$ cat config.mk
export PLATFORM = sky130hd
export DESIGN_NAME = port_change_detect_config
export DESIGN_NICKNAME = d
export VERILOG_FILES = /design/src/hdl/pcd_pkg.sv /design/src/hdl/trans_if.sv /design/src/hdl/trans_detect.sv /design/src/hdl/port_change_detect_config.sv
export SDC_FILE = /design/constraint.sdc
export NUM_CORES = 1
export LEC_CHECK = 0
export ABC_AREA = 1
export BUFFER_PORTS_ARGS = -buffer_cell sky130_fd_sc_hd__buf_2
export CAP_MARGIN = 20
export CORE_ASPECT_RATIO = 0.5
export CORE_MARGIN = 2
export CORE_UTILIZATION = 45
export DETAILED_ROUTE_END_ITERATION = 7
export GPL_ROUTABILITY_DRIVEN = 0
export GPL_TIMING_DRIVEN = 0
export PLACE_DENSITY_LB_ADDON = 0.15
export SYNTH_ARGS = -nofsm -noshare
export SYNTH_HDL_FRONTEND = slang
export SYNTH_SLANG_ARGS = --single-unit
export TNS_END_PERCENT = 50
$ cat constraint.sdc
create_clock -name mclk -period 1.15 [get_ports mclk]
set_input_delay 0.115 -clock mclk [delete_from_list [all_inputs] [get_ports mclk]]
set_output_delay 0.115 -clock mclk [all_outputs]
set_load 0.01 [all_outputs]
$ cat src/hdl/pcd_pkg.sv
/*
 * constants for the port change detect and configuration block:
 * register offsets, field positions, reset values, widths.
 * assumes nothing beyond a sv-2012 compiler.
 */
`default_nettype none
package pcd_pkg;
  // register offsets on the byte-wide command port
  localparam logic [7:0] OFF_DRIVE_LEVEL = 8'h02;
  localparam logic [7:0] OFF_CONTROL     = 8'h04;
  localparam logic [7:0] OFF_MASK        = 8'h06;
  localparam logic [7:0] OFF_DISP_TEST   = 8'h07;
  // control settings fields
  localparam int CTL_RUN_BIT   = 0;
  localparam int CTL_INDIV_BIT = 6;
  localparam int CTL_MON_BIT   = 7;
  // mask register: alert status in bit 7
  localparam int MASK_ALERT_BIT = 7;
  localparam int WATCH_W        = 7;
  // drive level code width
  localparam int CODE_W = 4;
  localparam int FRAC_W = 5;
  // display test enable bit
  localparam int TEST_BIT = 0;
  // reset values
  localparam logic [CODE_W-1:0]  RST_CODE = 4'h0;
  localparam logic [WATCH_W-1:0] RST_MASK = 7'h00;
  localparam logic [7:0]         RST_BYTE = 8'h00;
  // detector states, gray along idle -> armed -> flagged
  typedef enum logic [1:0] {
    DET_IDLE    = 2'b00,
    DET_ARMED   = 2'b01,
    DET_FLAGGED = 2'b11
  } det_state_t;
endpackage
`default_nettype wire

$ cat src/hdl/trans_if.sv
/*
 * carrier between the register bank and the transition detector.
 * assumes both ends sit on the same clock.
 */
`default_nettype none
interface trans_if #(parameter int W = 7);
  logic [W-1:0] ports;     // synchronised watched port levels
  logic [W-1:0] mask;      // ports taking part in the compare
  logic         arm;       // control write with monitor bit set
  logic         disarm;    // control write with monitor bit clear
  logic         acc_clear; // any access of the mask register
  logic         armed;     // compare active
  logic         alert;     // sticky change alert
  logic [W-1:0] snapshot;  // comparison copy
  modport det (input ports, mask, arm, disarm, acc_clear,
               output armed, alert, snapshot);
  modport ctl (output ports, mask, arm, disarm, acc_clear,
               input armed, alert, snapshot);
endinterface
`default_nettype wire

$ cat src/hdl/trans_detect.sv
/*
 * one-shot transition detector: snapshot, compare, sticky alert.
 * assumes port levels arrive already synchronised to mclk.
 */
`default_nettype none
module trans_detect #(
  parameter int W = 7
) (
  input  wire logic mclk,
  input  wire logic rst,
  trans_if.det      tif
);
  // whole state of the detector
  typedef struct packed {
    pcd_pkg::det_state_t st;
    logic [W-1:0]        snap;
  } det_t;

  det_t cur_reg;  // registered state
  det_t cur_next; // next state

  logic hit; // masked mismatch against the snapshot
  assign hit = |((tif.ports ^ cur_reg.snap) & tif.mask);

  // next state; arming outranks everything else
  always_comb begin
    cur_next = cur_reg;
    if (tif.arm) begin
      cur_next.snap = tif.ports;
      cur_next.st   = pcd_pkg::DET_ARMED;
    end else begin
      case (cur_reg.st)
        pcd_pkg::DET_ARMED: begin
          // any masked mismatch sets
          // set beats a same-cycle disarm write
          if (hit) begin
            cur_next.st = pcd_pkg::DET_FLAGGED;
          end else if (tif.disarm) begin
            cur_next.st = pcd_pkg::DET_IDLE;
          end
        end
        pcd_pkg::DET_FLAGGED: begin
          if (tif.acc_clear) begin
            cur_next.st = pcd_pkg::DET_IDLE;
          end
        end
        default: begin
          cur_next.st = pcd_pkg::DET_IDLE;
        end
      endcase
    end
  end

  // state register, synchronous reset
  always_ff @(posedge mclk) begin
    if (rst) begin
      cur_reg.st   <= pcd_pkg::DET_IDLE;
      cur_reg.snap <= '0;
    end else begin
      cur_reg <= cur_next;
    end
  end

  assign tif.armed    = (cur_reg.st == pcd_pkg::DET_ARMED);
  assign tif.alert    = (cur_reg.st == pcd_pkg::DET_FLAGGED);
  assign tif.snapshot = cur_reg.snap;
endmodule
`default_nettype wire

$ cat src/hdl/port_change_detect_config.sv
/*
 * register bank of a serially controlled led driver and expander:
 * control settings, shared drive level, transition mask with
 * one-shot change alert, display test override.
 * assumes a byte-level command port from the two-wire front end
 * on mclk, and port configuration inputs on mclk. watched port
 * pins are asynchronous.
 */
// Function
// - control bit 0 selects shutdown or run
// - control bit 6 selects shared or individual current
// - control bit 7 enables monitoring, 5..1 unused
// - seven mask bits pick watched ports
// - ports watched whether input or output
// - monitor-enabled control write takes port snapshot
// - snapshot refreshes even when already enabled
// - armed until disarm write or detected change
// - arming drives alert bit and pin low
// - any masked mismatch sets the alert
// - alert drives alert-capable port high
// - alert stays set regardless of later levels
// - any mask register access clears alert
// - clearing disarms, stored enable bit unchanged
// - display test forces led ports without storing
// - display test leaves gpio outputs alone
// - display test uses half maximum current
// - shared level code n gives (n+1)/16
// - alert port as output follows alert
// - reset gives shutdown, global, disabled, minimum
`default_nettype none
module port_change_detect_config #(
  parameter int NUM_PORTS = 28
) (
  input  wire logic                        mclk,
  input  wire logic                        rst,
  input  wire logic [7:0]                  reg_addr,
  input  wire logic                        reg_wr,
  input  wire logic                        reg_rd,
  input  wire logic [7:0]                  reg_wdata,
  output var  logic [7:0]                  reg_rdata,
  output var  logic                        reg_rvalid,
  input  wire logic [pcd_pkg::WATCH_W-1:0] watched_ports,
  input  wire logic                        alert_port_is_out,
  input  wire logic [NUM_PORTS-1:0]        led_port_cfg,
  output var  logic                        normal_run,
  output var  logic                        individual_current,
  output var  logic [pcd_pkg::CODE_W-1:0]  global_code,
  output var  logic [pcd_pkg::FRAC_W-1:0]  global_fraction,
  output var  logic [NUM_PORTS-1:0]        test_led_force,
  output var  logic                        test_half_current,
  output var  logic                        alert_capable_port,
  output var  logic                        monitor_armed
);
  localparam int W = pcd_pkg::WATCH_W;

  // drive fraction numerator: code n gives n+1 sixteenths
  function automatic logic [pcd_pkg::FRAC_W-1:0] frac_of(
    input logic [pcd_pkg::CODE_W-1:0] code);
    frac_of = {1'b0, code} + 5'h01;
  endfunction

  // read-back byte for an offset; unused bits read zero
  function automatic logic [7:0] read_byte(
    input logic [7:0]                  a,
    input logic [pcd_pkg::CODE_W-1:0]  code,
    input logic                        run,
    input logic                        indiv,
    input logic                        mon,
    input logic                        alert,
    input logic [W-1:0]                msk,
    input logic                        tst);
    read_byte = 8'h00;
    if (a == pcd_pkg::OFF_DRIVE_LEVEL) begin
      read_byte[pcd_pkg::CODE_W-1:0] = code;
    end else if (a == pcd_pkg::OFF_CONTROL) begin
      read_byte[pcd_pkg::CTL_RUN_BIT]   = run;
      read_byte[pcd_pkg::CTL_INDIV_BIT] = indiv;
      read_byte[pcd_pkg::CTL_MON_BIT]   = mon;
    end else if (a == pcd_pkg::OFF_MASK) begin
      read_byte[W-1:0]                   = msk;
      read_byte[pcd_pkg::MASK_ALERT_BIT] = alert;
    end else if (a == pcd_pkg::OFF_DISP_TEST) begin
      read_byte[pcd_pkg::TEST_BIT] = tst;
    end
  endfunction

  // whole state of the bank
  typedef struct packed {
    logic [W-1:0]                sync1;  // first sync stage
    logic [W-1:0]                sync2;  // second sync stage
    logic                        run;    // control bit 0
    logic                        indiv;  // control bit 6
    logic                        mon;    // stored monitor bit
    logic [pcd_pkg::CODE_W-1:0]  code;   // shared drive level
    logic [W-1:0]                mask;   // watched port mask
    logic                        tst;    // display test
    logic [7:0]                  rdata;  // read answer
    logic                        rvalid; // read answer strobe
    logic                        alert_pin;
    logic [NUM_PORTS-1:0]        force_on;
    logic                        half;
  } bank_t;

  bank_t cur_reg;  // registered state
  bank_t cur_next; // next state

  trans_if #(.W(W)) tif ();

  // decoded strobes; a byte completes in one cycle
  logic wr_ctl;  // control settings write
  logic acc_msk; // mask register read or write

  assign wr_ctl  = reg_wr && (reg_addr == pcd_pkg::OFF_CONTROL);
  assign acc_msk = (reg_wr || reg_rd) &&
                   (reg_addr == pcd_pkg::OFF_MASK);

  // detector hookup; compare ignores port direction
  assign tif.ports     = cur_reg.sync2;
  assign tif.mask      = cur_reg.mask;
  assign tif.arm       = wr_ctl && reg_wdata[pcd_pkg::CTL_MON_BIT];
  assign tif.disarm    = wr_ctl && !reg_wdata[pcd_pkg::CTL_MON_BIT];
  assign tif.acc_clear = acc_msk;

  trans_detect #(.W(W)) u_det (
    .mclk (mclk),
    .rst  (rst),
    .tif  (tif)
  );

  // next state of the bank
  always_comb begin
    cur_next = cur_reg;
    // two flops before anything looks at the pins;
    // pulses shorter than a clock period may slip through
    cur_next.sync1  = watched_ports;
    cur_next.sync2  = cur_reg.sync1;
    cur_next.rvalid = 1'b0;
    if (reg_wr) begin
      if (reg_addr == pcd_pkg::OFF_DRIVE_LEVEL) begin
        cur_next.code = reg_wdata[pcd_pkg::CODE_W-1:0];
      end else if (reg_addr == pcd_pkg::OFF_CONTROL) begin
        cur_next.run   = reg_wdata[pcd_pkg::CTL_RUN_BIT];
        cur_next.indiv = reg_wdata[pcd_pkg::CTL_INDIV_BIT];
        cur_next.mon   = reg_wdata[pcd_pkg::CTL_MON_BIT];
      end else if (reg_addr == pcd_pkg::OFF_MASK) begin
        // mask bits; alert bit is read-only
        cur_next.mask = reg_wdata[W-1:0];
      end else if (reg_addr == pcd_pkg::OFF_DISP_TEST) begin
        cur_next.tst = reg_wdata[pcd_pkg::TEST_BIT];
      end
    end
    if (reg_rd) begin
      // alert sampled before the same access clears it
      cur_next.rdata  = read_byte(reg_addr, cur_reg.code,
                                  cur_reg.run, cur_reg.indiv,
                                  cur_reg.mon, tif.alert,
                                  cur_reg.mask, cur_reg.tst);
      cur_next.rvalid = 1'b1;
    end
    // pin follows alert only as output
    cur_next.alert_pin = alert_port_is_out && tif.alert;
    // only led-configured ports forced
    // stored port and control values are untouched
    cur_next.force_on = cur_reg.tst ? led_port_cfg : '0;
    cur_next.half = cur_reg.tst;
  end

  // state register; power-up defaults
  always_ff @(posedge mclk) begin
    if (rst) begin
      cur_reg.sync1     <= '0;
      cur_reg.sync2     <= '0;
      cur_reg.run       <= 1'b0;
      cur_reg.indiv     <= 1'b0;
      cur_reg.mon       <= 1'b0;
      cur_reg.code      <= pcd_pkg::RST_CODE;
      cur_reg.mask      <= pcd_pkg::RST_MASK;
      cur_reg.tst       <= 1'b0;
      cur_reg.rdata     <= pcd_pkg::RST_BYTE;
      cur_reg.rvalid    <= 1'b0;
      cur_reg.alert_pin <= 1'b0;
      cur_reg.force_on  <= '0;
      cur_reg.half      <= 1'b0;
    end else begin
      cur_reg <= cur_next;
    end
  end

  // outputs from flops; global_fraction and monitor_armed decoded from them
  assign reg_rdata          = cur_reg.rdata;
  assign reg_rvalid         = cur_reg.rvalid;
  assign normal_run         = cur_reg.run;
  assign individual_current = cur_reg.indiv;
  assign global_code        = cur_reg.code;
  assign global_fraction    = frac_of(cur_reg.code);
  assign test_led_force     = cur_reg.force_on;
  assign test_half_current  = cur_reg.half;
  assign alert_capable_port = cur_reg.alert_pin;
  assign monitor_armed      = tif.armed;

  // control write lands next cycle
  run_bit_a: assert property (
    @(posedge mclk) disable iff (rst)
    wr_ctl |=> normal_run == $past(reg_wdata[pcd_pkg::CTL_RUN_BIT]))
    else $error("run bit not taken from control write");

  indiv_bit_a: assert property (
    @(posedge mclk) disable iff (rst)
    wr_ctl |=> individual_current == $past(reg_wdata[pcd_pkg::CTL_INDIV_BIT]))
    else $error("current mode bit not taken");

  ctl_read_a: assert property (
    @(posedge mclk) disable iff (rst)
    reg_rd && reg_addr == pcd_pkg::OFF_CONTROL
    |=> reg_rvalid && reg_rdata[5:1] == 5'h00)
    else $error("unused control bits not zero");

  snap_take_a: assert property (
    @(posedge mclk) disable iff (rst)
    tif.arm |=> monitor_armed && tif.snapshot == $past(tif.ports))
    else $error("snapshot not taken on arming write");

  arm_low_a: assert property (
    @(posedge mclk) disable iff (rst)
    tif.arm |=> !tif.alert ##1 !alert_capable_port)
    else $error("alert not low after arming");

  hit_set_a: assert property (
    @(posedge mclk) disable iff (rst)
    tif.armed && !tif.arm &&
    |((tif.ports ^ tif.snapshot) & tif.mask)
    |=> tif.alert)
    else $error("masked mismatch did not set alert");

  pin_follow_a: assert property (
    @(posedge mclk) disable iff (rst)
    tif.alert && alert_port_is_out |=> alert_capable_port)
    else $error("alert port not driven high");

  alert_hold_a: assert property (
    @(posedge mclk) disable iff (rst)
    tif.alert && !acc_msk && !tif.arm |=> tif.alert)
    else $error("alert dropped without mask access");

  read_clear_a: assert property (
    @(posedge mclk) disable iff (rst)
    tif.alert && reg_rd && acc_msk && !tif.arm
    |=> reg_rdata[7] && !tif.alert && !monitor_armed)
    else $error("mask read did not report then clear");

  test_force_a: assert property (
    @(posedge mclk) disable iff (rst)
    $past(cur_reg.tst) && $stable(led_port_cfg)
    |-> test_led_force == led_port_cfg && test_half_current)
    else $error("display test override wrong");

  frac_map_a: assert property (
    @(posedge mclk) disable iff (rst)
    global_fraction == {1'b0, global_code} + 5'h01)
    else $error("drive fraction mismatch");

  reset_dflt_a: assert property (
    @(posedge mclk) $past(rst)
    |-> !normal_run && !individual_current && !monitor_armed
        && global_code == pcd_pkg::RST_CODE)
    else $error("reset defaults wrong");

  level_take_a: assert property (
    @(posedge mclk) disable iff (rst)
    reg_wr && reg_addr == pcd_pkg::OFF_DRIVE_LEVEL
    |=> global_code == $past(reg_wdata[pcd_pkg::CODE_W-1:0]))
    else $error("drive level code not taken");

  mask_take_a: assert property (
    @(posedge mclk) disable iff (rst)
    reg_wr && acc_msk |=> tif.mask == $past(reg_wdata[W-1:0]))
    else $error("mask bits not taken from write");

  disarm_a: assert property (
    @(posedge mclk) disable iff (rst)
    tif.armed && tif.disarm && !(|((tif.ports ^ tif.snapshot) & tif.mask))
    |=> !monitor_armed && !tif.alert)
    else $error("disarm write left monitor active");

  one_shot_a: assert property (
    @(posedge mclk) disable iff (rst)
    !tif.armed && !tif.alert && !tif.arm |=> !tif.alert && !monitor_armed)
    else $error("alert raised while not armed");

  mon_kept_a: assert property (
    @(posedge mclk) disable iff (rst)
    acc_msk && !wr_ctl |=> cur_reg.mon == $past(cur_reg.mon))
    else $error("mask access changed stored monitor bit");

  pin_quiet_a: assert property (
    @(posedge mclk) disable iff (rst)
    !alert_port_is_out |=> !alert_capable_port)
    else $error("alert port driven while not an output");

  gpio_keep_a: assert property (
    @(posedge mclk) disable iff (rst)
    (test_led_force & ~$past(led_port_cfg)) == '0)
    else $error("display test forced a non-led port");
endmodule
`default_nettype wire

* Yosys cells after proc, flatten, opt, wreduce, memory -nomap -nowiden
Cells that the tools add are included.
** Word-level totals
- Register bits :: 77
- Logic and storage cells :: 63
** Cells by class
- $add $sub $neg :: 1
- Equal/unequal tests :: 10
- Mux-type cells :: 14
- Bitwise logic cells :: 6
- Reductions and logical operators :: 16
** Operator list (count)
- $eq A8 B3 Y1 const B :: 3
- $eq A8 B2 Y1 const B :: 1
- $mux W2 :: 4
- $mux W4 :: 2
- $and A7 B7 Y7 :: 1
- $mux W7 :: 1
- $reduce_or A7 Y1 :: 1
- $xor A7 B7 Y7 :: 1
- $reduce_and A2 Y1 :: 3
- $add A4 B1 Y5 const B :: 1
- $logic_and A1 B1 Y1 :: 5
- $mux W1 :: 5
- $mux W5 :: 1
- $reduce_and A5 Y1 :: 1
- $ne A4 B1 Y1 const B :: 1
- $not A1 Y1 :: 4
- $pmux W2 S2 :: 1
- $reduce_and A4 Y1 :: 1
- $reduce_or A2 Y1 :: 2
- $ne A3 B1 Y1 const B :: 1
- $ne A3 B2 Y1 const B :: 1
- $reduce_and A3 Y1 :: 1
- $eq A2 B1 Y1 const B :: 1
- $eq A2 B2 Y1 const B :: 1
- other kinds (3) :: 3

* Depth between registers and ports, before layout
- Word-level depth :: 7
- Depth in mapped cells :: 10
- Mapped depth without buffers :: 10

* Cells and area by module
From an unflattened synthesis, not the netlist that was laid out.
** Second synthesis, totals
- Cell total of the unflattened synthesis :: 426
- Area total of the unflattened synthesis :: 3224.3 um^2
** Modules (own cells, without submodules)
- port_change_detect_config :: times used 1, cells each 338, area an instance 2680.1 um^2, seq. area each 1361.3 um^2
- trans_detect :: times used 1, cells each 88, area an instance 544.3 um^2, seq. area each 180.2 um^2

* Worst setup path before layout
Ideal clock, no wire load.
- Kind :: input to register
- Start :: input port reg_addr[6]
- End :: register u_det.cur_reg, in the netlist u_det.tif.snapshot[5]
- Library setup time :: 115 ps
- Data arrival time :: 1057 ps
- Required time :: 1035 ps
- Path slack :: -23 ps
- Cell stages on the path :: 9
- Cells stage by stage :: inv_1 nand2_1 nor2_4 nand2_2 nor2_8 nand2_4 buf_6 o21ai_2 a21oi_2
** Between the ends
- Cells in the longest elaborated chain, start to end :: 3
** Ends and longest elaborated chain
- start, declared :: line port_change_detect_config.sv:36 : input wire logic [7:0] reg_addr,
- $eq A8 B3 Y1 :: line port_change_detect_config.sv:113 : assign wr_ctl = reg_wr && (reg_addr == pcd_pkg::OFF_CONTROL);
- $logic_and A1 B1 Y1 :: line port_change_detect_config.sv:113
- $logic_and A1 B1 Y1 :: line port_change_detect_config.sv:120 : assign tif.arm = wr_ctl && reg_wdata[pcd_pkg::CTL_MON_BIT];
- end signal, assigned :: line trans_detect.sv:60 : cur_reg <= cur_next;
- end, declared :: line trans_detect.sv:19 : det_t cur_reg;
No other way between the ends.
A chain may end at the register's enable or synchronous reset.

* Worst setup path after layout
- Start :: register cur_reg, in the netlist global_code[1]
- End :: output port global_fraction[2] (netlist name)
** Between the ends
- Cells in the longest elaborated chain, start to end :: 1
** Ends and longest elaborated chain
- start, declared :: line port_change_detect_config.sv:104 : bank_t cur_reg;
- start signal, assigned :: line port_change_detect_config.sv:185 : cur_reg <= cur_next;
- $add A4 B1 Y5 :: line port_change_detect_config.sv:59 : frac_of = {1'b0, code} + 5'h01;
- end, declared :: line port_change_detect_config.sv:48 : output var logic [pcd_pkg::FRAC_W-1:0] global_fraction,
No other way between the ends.

==> results.json <==
{
  "status": "finished with violations",
  "failed_checks": "negative setup slack",
  "synthFlopType": "dfxtp_1",
  "clkLatencyLatePin_ns": 0.32,
  "place_hpwl_um": 4933,
  "cts.path.max_buffers": 2,
  "hold_slack_ns": 0.007959,
  "crit_path_cell_trace": "ha_4 -> xor2_1 -> buf_2",
  "yosys.area_share.simple": 0.1988,
  "fin_tns_setup_ns": -0.2625,
  "r2r_cells": 9,
  "grt_pass1_vias": 2521,
  "skew_ns": 0.002182,
  "drt_pass1_iterations": 4,
  "hold_violations": 0,
  "ys_warn_count": 0,
  "slowest_delay_ns": 0.38,
  "multi_input_area_sq_mm": 0.001018,
  "grt_usage": 0.1869,
  "required_ns": 1.03,
  "slew_headroom": 0.6505,
  "worst_path_max_delay_cell": "dfxtp_4",
  "diodes": 0,
  "cts_max_level": 3,
  "cp_max_fo": 4,
  "drc": 0,
  "synth.mux.area_fraction": 0,
  "core_sq_mm": 0.006726,
  "drt_iter0_markers": 138,
  "fin_crit_sh": 1.085,
  "synth-compound-area-share": 0.09583,
  "reg2reg_to": "u_det.cur_reg[7]",
  "most-common-layout-cells": "buf_2, inv_1, dfxtp_1, nor2_1, buf_4",
  "synth_edf_count": 0,
  "ys_types": 30,
  "cp-endpoint": "global_fraction[2]",
  "synthesis.area_sq_mm": 0.003147,
  "antenna_found_initial": 0,
  "die-area_sq_mm": 0.007718,
  "rsz0062_at_grt": "yes",
  "r2r_slack_ns": -0.02,
  "synth.avg_cell_area_sq_um": 7.789,
  "clkSinkCount": 77,
  "ant_nets": 0,
  "fp.dieH_um": 63.13,
  "avgViaCountPerCell": 4.344,
  "drt-total-wl_um": 6989,
  "yosysSeqAreaShare": 0.4899,
  "max_freq_ghz": 0.8017,
  "maxCapViolCount": 0,
  "numCtsBuffers": 9,
  "synth.top_cell.area_share": 0.4899,
  "tritoncts": "built",
  "final_nets": 607,
  "async_flop_share": 0,
  "path_clk_slew_ns": 0.05,
  "portBuffers": 105,
  "crit_type": "reg -> out",
  "boundaryPins": 107,
  "r2r_start": "u_det.tif.snapshot[3]",
  "crit_start": "global_code[1]",
  "start_util": 0.4678,
  "yosysTopAreaCell": "dfxtp_1",
  "critPathCaptureType": "primary output",
  "yosys-top-cells-area": "dfxtp_1, buf_4, inv_1",
  "seq_area_sq_mm": 0.001560,
  "largest_reg_flops": 28,
  "grt_pass1_wl_um": 11180,
  "period_minus_slack_ns": 1.247,
  "syn_nets": 461,
  "detail_route.wl_per_cell_um": 10.82,
  "synth_xor_area_frac": 0.005567,
  "crit_arrival_ns": 1.13,
  "postSynthCellCount": 404,
  "tightest_slew_ns": 0.5243,
  "startpoint_type": "flip-flop",
  "holdCritPathClass": "in -> reg",
  "layout-drive-gt1-share": 0.3845,
  "fp.dieW_um": 122.3,
  "clockRootBuffer": "clkbuf_16",
  "irDropWorstVdd_mv": 0.8632,
  "syn2layout_area_growth_pct": 40.60,
  "ys_seq_elements": 77,
  "synth_fa_ha_area_frac": 0.003976,
  "grt-ovfl-total": 0,
  "power.density_mw_per_mm2": 1246,
  "synth_top_family_by_area": "buffers and inverters",
  "setup_ws_ns": -0.09729,
  "grt_max_degree": 12,
  "vias": 2806,
  "maxSlewViolCount": 0,
  "final_common_cell": "buf_2",
  "power_leakage_nw": 2.368,
  "setup_viol": 6,
  "rows": 21,
  "fillers": 601
}
==> metal layers <==
layer | part of all wire | up-vias | track usage
met3 | 0.066 | 5 | 0.06793
met1 | 0.48 | 1230 | 0.2306
li1 | - | 1484 | -
met4 | 0.0040 | 0 | 0.05029
met2 | 0.45 | 87 | 0.3090
met5 | 0 | - | 0
==> cell families after synthesis <==
kind of cell               count (synthesis)
xor gates and xnor gates                   2
buffers and inverters                    128
adders and majority gates                  1
DFF                                       77
AOI/OAI and AO/OA                         54
and+or+nand+nor                          142
==> how the worst min path moves through the flow <==
| stage | startpoint | slack, ns | end | depth (start not counted) |
|---|---|---|---|---|
| floorplan | watched_ports[0] | 0.22 | cur_next[54] | 2 |
| global placement | watched_ports[4] | 0.31 | cur_next[58] | 3 |
| detailed placement | watched_ports[5] | 0.32 | cur_next[59] | 3 |
| CTS | led_port_cfg[6] | 0.0002 | test_led_force[6] | 3 |
| global route | led_port_cfg[25] | 0.004 | test_led_force[25] | 3 |
| finish | led_port_cfg[8] | 0.008 | test_led_force[8] | 3 |
==> stage by stage <==
stage,util,power [mW],std cells,instance area [sq um],setup WS [ns]
3_3_place_gp,0.5638,3.047,601,3792,-0.2563
3_5_place_dp,0.5638,3.051,601,3792,-0.2639
4_1_cts,0.6466,5.581,642,4349,-0.09122
2_1_floorplan,-,2.910,404,3152,-0.001103
6_report,0.6577,5.513,646,4424,-0.09729
5_1_grt,0.6577,5.778,646,4424,-0.1525
==> power breakdown <==
part | switching (mW) | internal, mW | leakage [nW] | total, mW
sequential | 0.0147 | 2.70 | 0.629 | 2.71
combinational | 0.173 | 0.179 | 1.61 | 0.351
clock | 0.952 | 1.50 | 0.129 | 2.45
total | 1.14 | 4.37 | 2.37 | 5.51
==> area by class of cell <==
type                            instances  area share
Sequential cell                        77      0.3527
Multi-Input combinational cell        200      0.2302
Timing Repair Buffer                  135      0.1869
Buffer                                 49     0.07919
Inverter                               78     0.06618
Clock buffer                           13     0.05656
Tap cell                               92     0.02602
Clock inverter                          2    0.002262
==> synth_stat cells (3+ instances only) <==
cell type	instances
a21oi_2	3
buf_4	40
o21ai_0	19
dfxtp_1	77
nand3_1	17
a21oi_1	23
nor2_1	66
buf_1	5
nand2_1	42
nand4_1	6
nor2_2	4
inv_1	76
==> critical path: cells and delay by family, from the launching register on <==
kind,cells,cell delay (ns)
buffers and inverters,1,0.14
adder cells (fa/ha/maj),1,0.15
flip-flops,1,0.38
XOR/XNOR,1,0.14
==> repair_timing <==
action                                  in CTS  in global routing
endpoints found under the setup margin      22                 14
pin swaps                                    1                 11
gates cloned                                 0                  1
gates resized for setup                     15                 22
hold buffers                                24                  0
endpoints found under the hold margin       24                  0
buffers inserted                             2                  4
Note: power is estimated with default switching activity, not from simulation.
